[src/rpic_pkg.sv]
/*
  Constants for the reset, power-mode and interrupt controller.
  Assumes one system clock that samples the oscillator input as an ordinary signal.
*/
package rpic_pkg;
  // ==========================================================
  // Oscillator and machine-cycle timing.
  localparam int OSC_PER_MCYCLE = 12;
  localparam int RESET_OSC_PERIODS = 24;
  localparam logic [4:0] RESET_MCYCLES = 5'(RESET_OSC_PERIODS / OSC_PER_MCYCLE);
  localparam logic [3:0] PHASE_LAST = 4'(OSC_PER_MCYCLE / 2 - 1);
  // ==========================================================
  // Reset values and vectors.
  localparam logic [7:0] SP_RESET = 8'h07;
  localparam logic [10:0] VEC_RESET = 11'h000;
  localparam logic [10:0] VEC_EXT_A = 11'h003;
  localparam logic [10:0] VEC_CTR = 11'h00B;
  localparam logic [10:0] VEC_EXT_B = 11'h013;
  localparam logic [10:0] VEC_FIXED = 11'h01B;
  // ==========================================================
  // Operating modes.
  typedef enum logic [3:0] {
    RPIC_RESET = 4'b0001,
    RPIC_RUN = 4'b0010,
    RPIC_IDLE = 4'b0100,
    RPIC_DOWN = 4'b1000
  } rpic_mode_t;
endpackage : rpic_pkg

[src/rpic_ctrl.sv]
/*
  Reset, clock-divide, idle and power-down sequencing with interrupt vectoring.
  Assumes the core pulses its mode requests at instruction end and holds stack pushes itself.
*/
// Notes on behaviour
// - Reset when reset input stays high for 24 oscillator periods while running.
// - Internal clock comes from oscillator input through a divide-by-two stage.
// - Idle halts the CPU after the requesting instruction; peripherals keep running.
// - Idle keeps CPU state, data RAM and special registers unchanged.
// - Any enabled interrupt ends idle and enters its service routine.
// - Hardware reset during idle ends idle like a power-on reset.
// - Power-down stops the oscillator after the requesting instruction.
// - Power-down keeps only data RAM contents.
// - Only hardware reset leaves power-down; interrupts do not wake it.
// - Port pins keep driving latched data in idle and power-down.
// - Reset loads stack pointer with 07; push increments before writing.
// - Vectors: reset 000, ext a 003, counter 00B, ext b 013, fixed timer 01B.
// - Simultaneous requests resolved in fixed order ext a, counter, ext b, fixed.
`timescale 1ns/100ps
`default_nettype none
module rpic_ctrl
  import rpic_pkg::*;
(
  // System clock and reset.
  input wire logic clock,
  input wire logic rst,
  // Pins from the outside.
  input wire logic osc_input,
  input wire logic reset_pin,
  // Requests from the core.
  input wire logic idle_req,
  input wire logic down_req,
  input wire logic sp_push,
  input wire logic sp_pop,
  input wire logic sp_load,
  input wire logic [7:0] sp_wdata,
  // Enabled interrupt requests.
  input wire logic ext_irq_a,
  input wire logic ctr_irq,
  input wire logic ext_irq_b,
  input wire logic fixed_irq,
  input wire logic irq_ack,
  // Outputs to the core and peripherals.
  output logic int_clk_en,
  output logic mcycle_en,
  output logic cpu_run,
  output logic periph_run,
  output logic osc_enable,
  output logic core_reset,
  output logic port_hold,
  output logic vec_valid,
  output logic [10:0] vec_addr,
  output logic [7:0] stack_pointer
);
  // ==========================================================
  // State record.
  typedef struct packed {
    logic osc_prev;
    logic half;
    logic [3:0] phase;
    logic [4:0] rst_count;
    rpic_mode_t mode;
    logic wake_pend;
    logic vec_valid;
    logic [10:0] vec_addr;
    logic [7:0] sp;
  } rpic_state_t;

  // Field values loaded by the synchronous reset.
  localparam rpic_state_t ST_AFTER_RESET = '{
    osc_prev: 1'b0,
    half: 1'b0,
    phase: 4'h0,
    rst_count: 5'h00,
    mode: RPIC_RESET,
    wake_pend: 1'b0,
    vec_valid: 1'b0,
    vec_addr: VEC_RESET,
    sp: SP_RESET
  };

  rpic_state_t st;
  rpic_state_t next_st;
  logic osc_rise;
  logic mc_tick;
  logic any_irq;

  // Picks the vector of the highest-priority pending request.
  function automatic logic [10:0] rpic_pick(input logic a, input logic c, input logic b);
    if (a) begin
      rpic_pick = VEC_EXT_A;
    end else if (c) begin
      rpic_pick = VEC_CTR;
    end else if (b) begin
      rpic_pick = VEC_EXT_B;
    end else begin
      rpic_pick = VEC_FIXED;
    end
  endfunction : rpic_pick

  // ==========================================================
  // Next-state logic.
  always_comb begin
    next_st = st;
    // The oscillator input is plain data; a rise is found against last cycle's sample.
    osc_rise = osc_input && !st.osc_prev && (st.mode != RPIC_DOWN);
    next_st.osc_prev = osc_input;
    mc_tick = 1'b0;
    any_irq = ext_irq_a | ctr_irq | ext_irq_b | fixed_irq;
    if (osc_rise) begin
      next_st.half = ~st.half;
      if (st.half) begin
        if (st.phase == PHASE_LAST) begin
          next_st.phase = 4'h0;
          mc_tick = 1'b1;
        end else begin
          next_st.phase = st.phase + 4'h1;
        end
      end
    end
    // A low sample clears the count, so only consecutive high samples reach the limit.
    if (mc_tick) begin
      if (reset_pin) begin
        if (st.rst_count != RESET_MCYCLES) begin
          next_st.rst_count = st.rst_count + 5'h01;
        end
      end else begin
        next_st.rst_count = 5'h00;
      end
    end
    if (st.vec_valid && irq_ack) begin
      next_st.vec_valid = 1'b0;
    end
    case (st.mode)
      RPIC_RESET: begin
        next_st.sp = SP_RESET;
        if (mc_tick && !reset_pin) begin
          next_st.mode = RPIC_RUN;
          next_st.vec_addr = VEC_RESET;
        end
      end
      RPIC_RUN: begin
        // Power-down wins when the core asks for both modes in one cycle.
        if (down_req) begin
          next_st.mode = RPIC_DOWN;
        end else if (idle_req) begin
          next_st.mode = RPIC_IDLE;
        end else if (any_irq && !st.vec_valid) begin
          next_st.vec_valid = 1'b1;
          next_st.vec_addr = rpic_pick(ext_irq_a, ctr_irq, ext_irq_b);
        end
        if (sp_load) begin
          next_st.sp = sp_wdata;
        end else if (sp_push) begin
          next_st.sp = st.sp + 8'h01;
        end else if (sp_pop) begin
          next_st.sp = st.sp - 8'h01;
        end
      end
      RPIC_IDLE: begin
        if (any_irq) begin
          next_st.wake_pend = 1'b1;
        end
        if (st.wake_pend && mc_tick) begin
          next_st.wake_pend = 1'b0;
          next_st.mode = RPIC_RUN;
          // A vector the core has not taken yet is kept rather than overwritten.
          if (!st.vec_valid) begin
            next_st.vec_valid = 1'b1;
            next_st.vec_addr = rpic_pick(ext_irq_a, ctr_irq, ext_irq_b);
          end
        end
      end
      RPIC_DOWN: begin
        next_st.wake_pend = 1'b0;
      end
      default: begin
        next_st.mode = RPIC_RESET;
      end
    endcase
    // The reset checks come last so that they win over every mode change above.
    if (st.rst_count == RESET_MCYCLES && reset_pin) begin
      next_st.mode = RPIC_RESET;
      next_st.wake_pend = 1'b0;
      next_st.vec_valid = 1'b0;
    end
    // No machine cycles run while the oscillator is stopped, so the pin level is taken directly.
    if (st.mode == RPIC_DOWN && reset_pin) begin
      next_st.mode = RPIC_RESET;
      next_st.rst_count = 5'h00;
    end
  end

  // ==========================================================
  // State register.
  always_ff @(posedge clock) begin
    if (rst) begin
      st <= ST_AFTER_RESET;
    end else begin
      st <= next_st;
    end
  end

  // ==========================================================
  // Outputs.
  // Mode levels are decoded from the state; vector and pointer come straight from flip-flops.
  assign int_clk_en = osc_rise && st.half;
  assign mcycle_en = mc_tick;
  assign cpu_run = (st.mode == RPIC_RUN);
  assign periph_run = (st.mode == RPIC_RUN) || (st.mode == RPIC_IDLE);
  assign osc_enable = (st.mode != RPIC_DOWN);
  assign core_reset = (st.mode == RPIC_RESET);
  assign port_hold = (st.mode == RPIC_IDLE) || (st.mode == RPIC_DOWN);
  assign vec_valid = st.vec_valid;
  assign vec_addr = st.vec_addr;
  assign stack_pointer = st.sp;
endmodule : rpic_ctrl
`default_nettype wire

[config.mk]
export PLATFORM = sky130hd
export DESIGN_NAME = rpic_ctrl
export DESIGN_NICKNAME = d
export VERILOG_FILES = /design/src/rpic_pkg.sv /design/src/rpic_ctrl.sv
export SDC_FILE = /design/constraint.sdc
export NUM_CORES = 1
export LEC_CHECK = 0
export BUFFER_PORTS_ARGS = -buffer_cell sky130_fd_sc_hd__buf_2
export CORE_MARGIN = 4
export CORE_UTILIZATION = 35
export DETAILED_ROUTE_END_ITERATION = 12
export GPL_TIMING_DRIVEN = 0
export MAX_ROUTING_LAYER = met4
export PLACE_DENSITY = 0.58
export SETUP_SLACK_MARGIN = 0.3
export SYNTH_ARGS = -nofsm -noshare
export SYNTH_HDL_FRONTEND = slang
export SYNTH_SLANG_ARGS = --single-unit
[constraint.sdc]
create_clock -name clock -period 2.4 [get_ports clock]
set_input_delay 0.12 -clock clock [delete_from_list [all_inputs] [get_ports clock]]
set_output_delay 0.12 -clock clock [all_outputs]
set_load 0.01 [all_outputs]
==> key figures, run 1 <==
Setup path
  • Critical path's top delay family: compound AO/OA/AOI/OAI gates
  • Buffers and inverters on the worst path: 1
  • Worst-path maximum fanout: 7
  • Cell chain of the critical path: or4b_1, buf_2, nor2_2, a21oi_1, a2111oi_4, o32ai_1
  • WS Path Type: flip-flop to flip-flop
  • Startpoint types: flip-flop
  • Max incr delay on CP: 0.52 ns
  • Worst endpoint required time: 2.56 ns
  • Setup crit end kind: flip-flop
  • WP data arrival: 2.11 ns
  • Critical-path top delay cell: or4b_1

Place
  • Port buffer count: 39
  • GP Congestion: 0.7784
  • DP Area: 2180 µm²
  • Post-DP HPWL: 3.340 mm

Clock network
  • CTS buffer count: 3
  • CTS tree: built
  • Worst-path clk slew: 0.10 ns
  • Latest clock arrival within the worst-skew pair: 0.28 ns
  • CTS Buffer Depth: 2
  • H-tree depth: 1
  • Sink Count: 28
  • # hold bufs at CTS: 0
  • Root buf cell: clkbuf_8

Die
  • Die Span Y: 81.18 µm
  • Die area: 6590 µm²
  • Core box area: 5140 µm²
  • Initial Util: 36.47%
  • Die span in x: 81.18 µm
  • Rows: 26
  • I/O pins: 49

Logic synthesis
  • Post-synth top cells: 28 x dfxtp_1, 21 x a21oi_1, 19 x buf_4
  • Prevailing post-synth register cell: dfxtp_1
  • Post-Syn Area: 1874 µm²
  • Synthesis-stage register bit count: 28
  • Area share of the largest cell type after synthesis: 29.91%
  • Yosys cell types: 53
  • Post-Syn Instances: 225
  • Yosys warns: 0
  • Cell accounting for the most synthesized area: dfxtp_1
  • FFs w/ async S/R, synth: 0%
  • Top-count cell post-synth: dfxtp_1
  • Dominant cells by area after synthesis: dfxtp_1 30%, buf_4 7.6%, a21oi_1 5.6%
  • Avg Synthesized Cell Area: 8.330 µm²
  • Share of the yosys chip area belonging to registers: 29.91%
  • Post-synth EDFFs: 0

Drt
  • Avg Vias per Cell: 4.884
  • Drt total wl: 4.282 mm
  • DR WL/cell: 12.41 µm
  • Total number of vias: 1685
  • 1st-iter DRT viols: 44
  • Antenna-violating nets left: 0
  • First-pass DRT Iterations: 4
  • # DRC: 0

Timing
  • TNS Setup: 0 ns
  • Fmax: 513.6 MHz
  • WHS: 0.05618 ns
  • Crit path time final: 1.947 ns
  • Max-slew violation count: 0
  • Part of the cycle the worst path needs: 81.12%
  • Clock skew: 0.002755 ns
  • Hold Fails Final Rpt: 0
  • Max transition margin: 61.33%
  • Worst-Margin Slew: 0.5654 ns
  • RSZ-0062 raised after global routing: no
  • Endpoints failing setup: 0

Status
  • Status: finished clean

Job
  • Max cap viols: 0

Pwr
  • Pwr Total: 0.0009638 W
  • Max VDD drop: 0.0003389 V
  • Pwr/cell area: 420.5 nW/µm²
  • Lkg Pwr: 0.9680 nW

GRT
  • First-pass GRT wire length: 7.003 mm
  • Vias in the first global route: 1484
  • Largest net degree at the start of global routing: 17
  • GRT Overall Usage: 13.81%
  • GRT overflow: 0
  • Initial antenna violation count: 0

Hold path
  • Tightest Hold Check Type: input pin to flip-flop

Cells and area
  • ANT cells: 0
  • Finished Core Util: 44.60%
  • Area grow syn2layout: 22.30%
  • Nets: 307
  • Layout cells sized above 1: 30.91%
  • Final Instance Area: 2292 µm²
worst paths after layout:
| check | from | endpoint | depth (start not counted) | slack (ns) |
|---|---|---|---|---|
| worst max-delay path | st[24]$_SDFFE_PP0P_ | vec_addr[4]$_SDFFE_PP0P_ | 6 | 0.45 |
| worst min-delay path | osc_input | st[35]$_SDFF_PP0_ | 2 | 0.06 |
| worst max register to register | st[24]$_SDFFE_PP0P_ | vec_addr[4]$_SDFFE_PP0P_ | 6 | 0.45 |
| worst min register to register | vec_addr[4]$_SDFFE_PP0P_ | vec_addr[4]$_SDFFE_PP0P_ | 2 | 0.49 |
cell usage in the layout, fill, tap and decap left out, drive strengths merged, types with 3 or more instances in the layout:
| master | Yosys | final |
|---|---|---|
| dfxtp | 28 | 28 |
| and3 | 3 | 3 |
| nor2b | 3 | 3 |
| nor2 | 15 | 15 |
| nand4 | 4 | 4 |
| o21ai | 9 | 9 |
| a21o | 4 | 4 |
| nand4b | 4 | 4 |
| nor4b | 3 | 3 |
| conb | 1 | 7 |
| a21oi | 22 | 22 |
| or4b | 3 | 3 |
| buf | 22 | 62 |
| nand2b | 12 | 12 |
| nor3 | 9 | 9 |
| inv | 7 | 8 |
| xor2 | 4 | 4 |
| nand2 | 14 | 14 |
| and2 | 3 | 3 |
| ha | 8 | 8 |
| nand3 | 6 | 6 |
| xnor2 | 8 | 8 |
| clkbuf | 6 | 9 |
| or3 | 3 | 3 |
flip-flops by register name, indices dropped and copies added, names as in the netlist:
register,flops
stack_pointer,8
vec_addr,3
st,16
vec_valid,1
where the power goes:
| group | switching [W] | internal (W) | leakage [nW] | total [W] |
|---|---|---|---|---|
| sequential | 0.00000316 | 0.000468 | 0.226 | 0.000472 |
| clock | 0.000161 | 0.000224 | 0.0357 | 0.000384 |
| combinational | 0.0000561 | 0.0000521 | 0.706 | 0.000108 |
| total | 0.000220 | 0.000744 | 0.968 | 0.000964 |
layer usage:
layer | up-vias | share of wire (%) | global-route usage (%)
met5 | - | 0 | -
met4 | 0 | 0.91 | 4.054
met3 | 2 | 4.4 | 1.663
met2 | 40 | 47 | 22.25
met1 | 766 | 48 | 18.11
li1 | 877 | - | -
layout make-up:
type | instances | area (µm²)
clock buffer | 3 | 41.29
fill | 552 | 2848
sequential | 28 | 563.0
clock inverter | 1 | 30.03
multi-input combinational | 167 | 1139
timing repair buffer | 40 | 202.7
inverter | 8 | 35.03
buffer | 28 | 193.9
tap | 70 | 87.58
cells by family after synthesis:
kind of cell	count (synthesis)	share of synthesized area (%)
flops	28	29.91
fa+ha+maj	9	6.409
compound gates	52	17.62
xor+xnor	12	5.607
other cells	1	0.2001
buf+inv	36	12.08
mux	2	1.068
simple gates	85	27.10
worst reg2reg max path, stage by stage (launching register included):
cell       delay [ns]
dfxtp_1          0.37
or4b_1           0.52
buf_2            0.19
nor2_2           0.09
a21oi_1          0.12
a2111oi_4        0.39
o32ai_1          0.14
per-stage QoR:
stage	cells	setup slack (ns)
final	345	0.4531
after global routing	345	0.3161
after CTS	345	0.3392
after detailed placement	340	0.3055
after global placement	340	0.3301
after floorplan	231	0.5571
repair_timing:
action                                  in CTS  in global routing
buffers inserted                             1                  0
endpoints found under the setup margin       1                  4
gates resized for setup                      0                  9
pin swaps                                    1                  0
No activity file was read; power rests on OpenSTA's default activity.
==> run 2, diff against run 1 <==
==> constraint.sdc (replaced) <==
create_clock -name clock -period 1.95 [get_ports clock]
set_input_delay 0.0975 -clock clock [delete_from_list [all_inputs] [get_ports clock]]
set_output_delay 0.0975 -clock clock [all_outputs]
set_load 0.01 [all_outputs]
==> run 2 against run 1 <==
Die area unchanged. Critical endpoint unchanged. Clock skew rose by 0.010 ns. Critical path type unchanged. Register-to-register slack got worse by 0.31 ns. Sequential power is 22% higher.
==> key figures, run 2 (synthesized netlist as in run 1, its figures left out) <==
Timing
  • Clock skew: 0.01295 ns
  • WHS: 0.05117 ns
  • Worst-Margin Slew: 0.5900 ns
  • Part of the cycle the worst path needs: 92.73%
  • Endpoints failing setup: 0
  • RSZ-0062 raised after global routing: yes
  • Max-slew violation count: 0
  • Setup ws final: 0.1417 ns
  • Hold Fails Final Rpt: 0
  • Crit path time final: 1.808 ns
  • Fmax: 553.0 MHz
  • Max transition margin: 60.36%

Setup path
  • Critical path's top delay family: simple AND/OR/NAND/NOR gates
  • WS Path Type: flip-flop to flip-flop
  • Max incr delay on CP: 0.55 ns
  • Worst endpoint required time: 2.11 ns
  • Startpoint types: flip-flop
  • Worst-path maximum fanout: 6
  • Setup crit end kind: flip-flop
  • Cell chain of the critical path: or4b_4, buf_8, nor2_4, a21oi_2, a2111oi_4, o32ai_1
  • WP data arrival: 1.96 ns
  • Critical-path top delay cell: or4b_4
  • Buffers and inverters on the worst path: 1

Pwr
  • P_int: 0.0008279 W
  • Net Switching: 0.0002748 W
  • Pwr/cell area: 431.6 nW/µm²
  • Clk pwr share: 33.8%
  • Max VDD drop: 0.0002848 V
  • Switching power share of the total: 24.92%
  • Lkg Pwr: 1.032 nW
  • Pwr Total: 0.001103 W
  • Portion of total power attributed to sequential cells: 52.0%
  • Comb power frac: 14.2%

Drt
  • First-pass DRT Iterations: 4
  • DR WL/cell: 13.02 µm
  • Total number of vias: 1746
  • # DRC: 0
  • Drt total wl: 4.623 mm
  • Avg Vias per Cell: 4.918
  • 1st-iter DRT viols: 86
  • Antenna-violating nets left: 0

Job
  • Max cap viols: 0

Place
  • Cells after DPL: 340
  • Pre-CTS setup slack: -0.02116 ns
  • DP Area: 2222 µm²
  • Post-DP HPWL: 3.392 mm
  • GP Congestion: 0.8456
  • Port buffer count: 39

Die
  • Die span in x: 81.18 µm
  • Core box area: 5140 µm²
  • Rows: 26
  • Initial Util: 36.47%
  • I/O pins: 49
  • Die area: 6590 µm²
  • Die Span Y: 81.18 µm

Clock network
  • Worst-path clk slew: 0.11 ns
  • CTS buffer count: 3
  • Root buf cell: clkbuf_8
  • Sink Count: 28
  • # hold bufs at CTS: 0
  • H-tree depth: 1
  • CTS tree: built
  • CTS Buffer Depth: 2
  • Latest clock arrival within the worst-skew pair: 0.28 ns

Cells and area
  • Commonest cells after routing, fill and taps aside: 37 x buf_2, 28 x buf_4, 19 x dfxtp_1, 17 x a21oi_1
  • Fillers: 538
  • Max reg flops: 16
  • Most common cell after layout, fill and taps aside: buf_2
  • Sequential cell area: 584.3 µm²
  • Final std cells w/o fill: 355
  • Final Instance Area: 2555 µm²
  • ANT cells: 0
  • Multi-input logic area: 1270 µm²
  • Layout cells sized above 1: 42.46%
  • Nets: 317
  • Area grow syn2layout: 36.32%
  • Largest reg by FF count: st

GRT
  • Largest net degree at the start of global routing: 16
  • GRT Overall Usage: 14.85%
  • First-pass GRT wire length: 7.617 mm
  • GRT overflow: 0
  • Initial antenna violation count: 0
  • Vias in the first global route: 1603

Hold path
  • Tightest Hold Check Type: input pin to flip-flop

Status
  • Status: finished clean
run 2: changes by cell type in the layout (fill, tap and decap cells not counted), sizes merged:
cell	change
buf	+11
bufinv	-1
clkinvlp	+1
inv	-1
run 2: area by class of cell:
type	instances	area share, %
plain buffers	28	8.374
clock buffers	4	2.155
inverters	8	1.812
multi-input cells	167	49.71
flip-flops and latches	28	22.87
well taps	70	3.428
repair buffers	50	11.66
run 2: path summary, 6_finish.rpt:
path,slack (ns),startpoint,depth (start not counted),to
max,0.14,st[24]$_SDFFE_PP0P_,6,vec_addr[4]$_SDFFE_PP0P_
min reg2reg,0.51,vec_addr[1]$_SDFFE_PP0P_,2,vec_addr[1]$_SDFFE_PP0P_
max reg2reg,0.14,st[24]$_SDFFE_PP0P_,6,vec_addr[4]$_SDFFE_PP0P_
min,0.05,osc_input,2,st[35]$_SDFF_PP0_
run 2: power groups by stage:
| stage | sequential [W] | combinational (W) | clock (W) |
|---|---|---|---|
| finish | 0.000574 | 0.000156 | 0.000373 |
| global route | 0.000575 | 0.000173 | 0.000413 |
| CTS | 0.000575 | 0.000143 | 0.000387 |
| detailed placement | 0.000594 | 0.000132 | 0 |
| global placement | 0.000594 | 0.000132 | 0 |
| floorplan | 0.000593 | 0.0000930 | 0 |
run 2: repair_timing:
action | 4_1_cts | 5_1_grt
endpoints found under the setup margin | 27 | 28
cloned | 1 | 0
pin swaps | 16 | 11
buffers inserted | 8 | 2
gates resized for setup | 25 | 23
run 2: layer usage:
metal	wire length [µm]	global-route usage, %	share of wire (%)
met2	2136	23.56	46
met5	0	-	0
met4	32	3.041	0.69
met1	2218	20.19	48
met3	235	1.996	5.1
run 2: through the flow:
stage	TNS (ns)	util (%)
3_5_place_dp	-0.02116	43.23
5_1_grt	0	49.71
3_3_place_gp	0	43.23
4_1_cts	0	47.25
2_1_floorplan	0	-
6_report	0	49.71
==> run 3, diff against run 2 <==
--- a/config.mk
+++ b/config.mk
@@ -7,11 +7,10 @@
 export LEC_CHECK = 0
 export BUFFER_PORTS_ARGS = -buffer_cell sky130_fd_sc_hd__buf_2
 export CORE_MARGIN = 4
-export CORE_UTILIZATION = 35
+export CORE_UTILIZATION = 53
 export DETAILED_ROUTE_END_ITERATION = 12
 export GPL_TIMING_DRIVEN = 0
-export MAX_ROUTING_LAYER = met4
-export PLACE_DENSITY = 0.58
+export PLACE_DENSITY = 0.81
 export SETUP_SLACK_MARGIN = 0.3
 export SYNTH_ARGS = -nofsm -noshare
 export SYNTH_HDL_FRONTEND = slang
==> run 3 against run 2 <==
Sequential power about the same. Fmax decreased by 5.1%. Sequential share of layout area decreased by 1.7 points. Highest routed layer unchanged. Power decreased by 9.4%. Largest cell class unchanged. Clock skew decreased by 0.0026 ns. Critical path type is now flip-flop to output port. Final cell count decreased by 2.8%. Via count increased by 9.5%. Utilization increased by 32 points. Critical endpoint is now mcycle_en.
==> key figures, run 3 (synthesized netlist as in run 1, its figures left out) <==
Setup path
  • WS Path Type: flip-flop to output port
  • Cell depth of the worst flop-to-flop path: 7
  • RR Startpoint: st[23]$_SDFFE_PP0P_
  • WP data arrival: 1.81 ns
  • Buffers and inverters on the worst path: 5
  • Critical-path top delay cell: dfxtp_4
  • Worst-path maximum fanout: 5
  • Reg2reg setup slack: 0.05 ns
  • Cell chain of the critical path: nor4b_4, inv_4, and3_4, buf_6, nand2_4, inv_4, buf_6, buf_6
  • Startpoint types: flip-flop
  • Max incr delay on CP: 0.40 ns
  • Setup crit end kind: output port
  • Worst r2r dst: stack_pointer[7]$_SDFFE_PP0P_
  • CP most frequent cell: buf_6
  • Critical path's top delay family: simple AND/OR/NAND/NOR gates
  • Worst endpoint required time: 1.85 ns

Timing
  • Endpoints failing setup: 0
  • Crit path time final: 1.904 ns
  • Max transition margin: 55.73%
  • TNS Setup: 0 ns
  • Part of the cycle the worst path needs: 97.67%
  • Max-slew violation count: 0
  • Fmax: 525.1 MHz
  • Worst-Margin Slew: 0.6589 ns
  • Clock skew: 0.01040 ns
  • RSZ-0062 raised after global routing: yes
  • Hold Fails Final Rpt: 0

Cells and area
  • Final std cells w/o fill: 345
  • Commonest cells after routing, fill and taps aside: 38 x buf_4, 33 x buf_2, 22 x dfxtp_1
  • Finished Core Util: 81.92%
  • ANT cells: 0
  • Layout cells sized above 1: 49.16%
  • Largest reg by FF count: st
  • Most common cell after layout, fill and taps aside: buf_4
  • Area grow syn2layout: 47.00%
  • Nets: 332
  • Max reg flops: 16

Drt
  • Drt total wl: 5.518 mm
  • 1st-iter DRT viols: 114
  • First-pass DRT Iterations: 4
  • Total number of vias: 1912
  • # DRC: 0
  • Avg Vias per Cell: 5.542
  • DR WL/cell: 15.99 µm
  • Antenna-violating nets left: 0

GRT
  • GRT overflow: 0
  • GRT Overall Usage: 22.98%
  • Largest net degree at the start of global routing: 15
  • Vias in the first global route: 1819
  • First-pass GRT wire length: 8.114 mm
  • Initial antenna violation count: 0

Pwr
  • Lkg Pwr: 1.121 nW
  • P_int: 0.0007251 W
  • Portion of total power attributed to sequential cells: 57.4%
  • Clk pwr share: 25.6%
  • Comb power frac: 17.0%
  • Pwr Total: 0.0009993 W
  • Net Switching: 0.0002743 W
  • Switching power share of the total: 27.44%
  • Max VDD drop: 0.0002429 V
  • Pwr/cell area: 362.7 nW/µm²

Clock network
  • Root buf cell: clkbuf_4
  • Latest clock arrival within the worst-skew pair: 0.34 ns
  • CTS buffer count: 3
  • CTS Buffer Depth: 2
  • Worst-path clk slew: 0.16 ns
  • CTS tree: built
  • Sink Count: 28
  • H-tree depth: 1

Place
  • Cells after DPL: 316
  • Post-DP HPWL: 3.043 mm
  • Port buffer count: 39
  • GP Congestion: 0.8337

Job
  • Max cap viols: 0

Die
  • Rows: 21
  • Initial Util: 55.73%
  • I/O pins: 49
  • Core box area: 3363 µm²
  • Die span in x: 67.47 µm
  • Die Span Y: 67.47 µm
  • Die area: 4552 µm²

Hold path
  • Hold Startpoint: idle_req
  • Hold depth: 3
  • Tightest Hold Check Type: input pin to flip-flop
  • Hold path endpoint: st[23]$_SDFFE_PP0P_

Status
  • Status: finished clean
-- run 3: per-layer routing --
metal	vias to the layer above	global-route usage [%]	share of wire [%]
met5	-	0	0
met4	0	6.076	2.1
met3	14	1.830	4.3
met2	68	42.65	52
met1	904	28.11	41
li1	926	-	-
-- run 3: through the flow --
step                setup slack [ns]  hold WS (ns)  instance area (µm²)
floorplan                     0.1820        0.2124                 1939
global placement           -0.007532        0.3188                 2192
detailed placement          -0.02228        0.3254                 2192
CTS                           0.1198       0.01221                 2506
global route                0.001748       0.03065                 2755
finish                       0.04553      0.005712                 2755
-- run 3: how the worst max path moves through the flow --
stage	from	to	slack, ns	cells past startpoint
detailed placement	sp_push	stack_pointer[5]$_SDFFE_PP0P_	-0.02	8
global route	st[23]$_SDFFE_PP0P_	mcycle_en	0.002	8
floorplan	st[23]$_SDFFE_PP0P_	vec_addr[3]$_SDFFE_PP0P_	0.18	10
global placement	sp_push	stack_pointer[5]$_SDFFE_PP0P_	-0.008	8
finish	st[23]$_SDFFE_PP0P_	mcycle_en	0.05	8
CTS	st[23]$_SDFFE_PP0P_	vec_addr[4]$_SDFFE_PP0P_	0.12	6
-- run 3: power groups by stage --
stage / Clock, W / Sequential (W) / Combinational, W
finish: 0.000256 / 0.000574 / 0.000170
global route: 0.000264 / 0.000575 / 0.000185
floorplan: 0 / 0.000593 / 0.0000930
CTS: 0.000249 / 0.000576 / 0.000152
global placement: 0 / 0.000593 / 0.000130
detailed placement: 0 / 0.000594 / 0.000130
-- run 3: tightest hold or removal path: cells and delay by family --
family,cells,cell delay [ns]
buffers and inverters,1,0.10
AND/OR/NAND/NOR,1,0.07
AO/OA/AOI/OAI,1,0.06
-- run 3: area by class of cell --
type | instances | area, µm²
Buffer | 28 | 215.2
Clock buffer | 3 | 22.52
Fill cell | 209 | 608.1
Inverter | 8 | 50.05
Multi-Input combinational cell | 167 | 1373
Sequential cell | 28 | 583.1
Tap cell | 46 | 57.56
Timing Repair Buffer | 65 | 454.2
-- run 3: repair_timing --
| item | in CTS | in global routing |
|---|---|---|
| pin swaps | 11 | 23 |
| hold buffers | 3 | 0 |
| setup buffers | 12 | 10 |
| endpoints found under the hold margin | 3 | 0 |
| gates cloned | 1 | 0 |
| gates resized for setup | 35 | 41 |
| setup endpoints to repair | 25 | 31 |
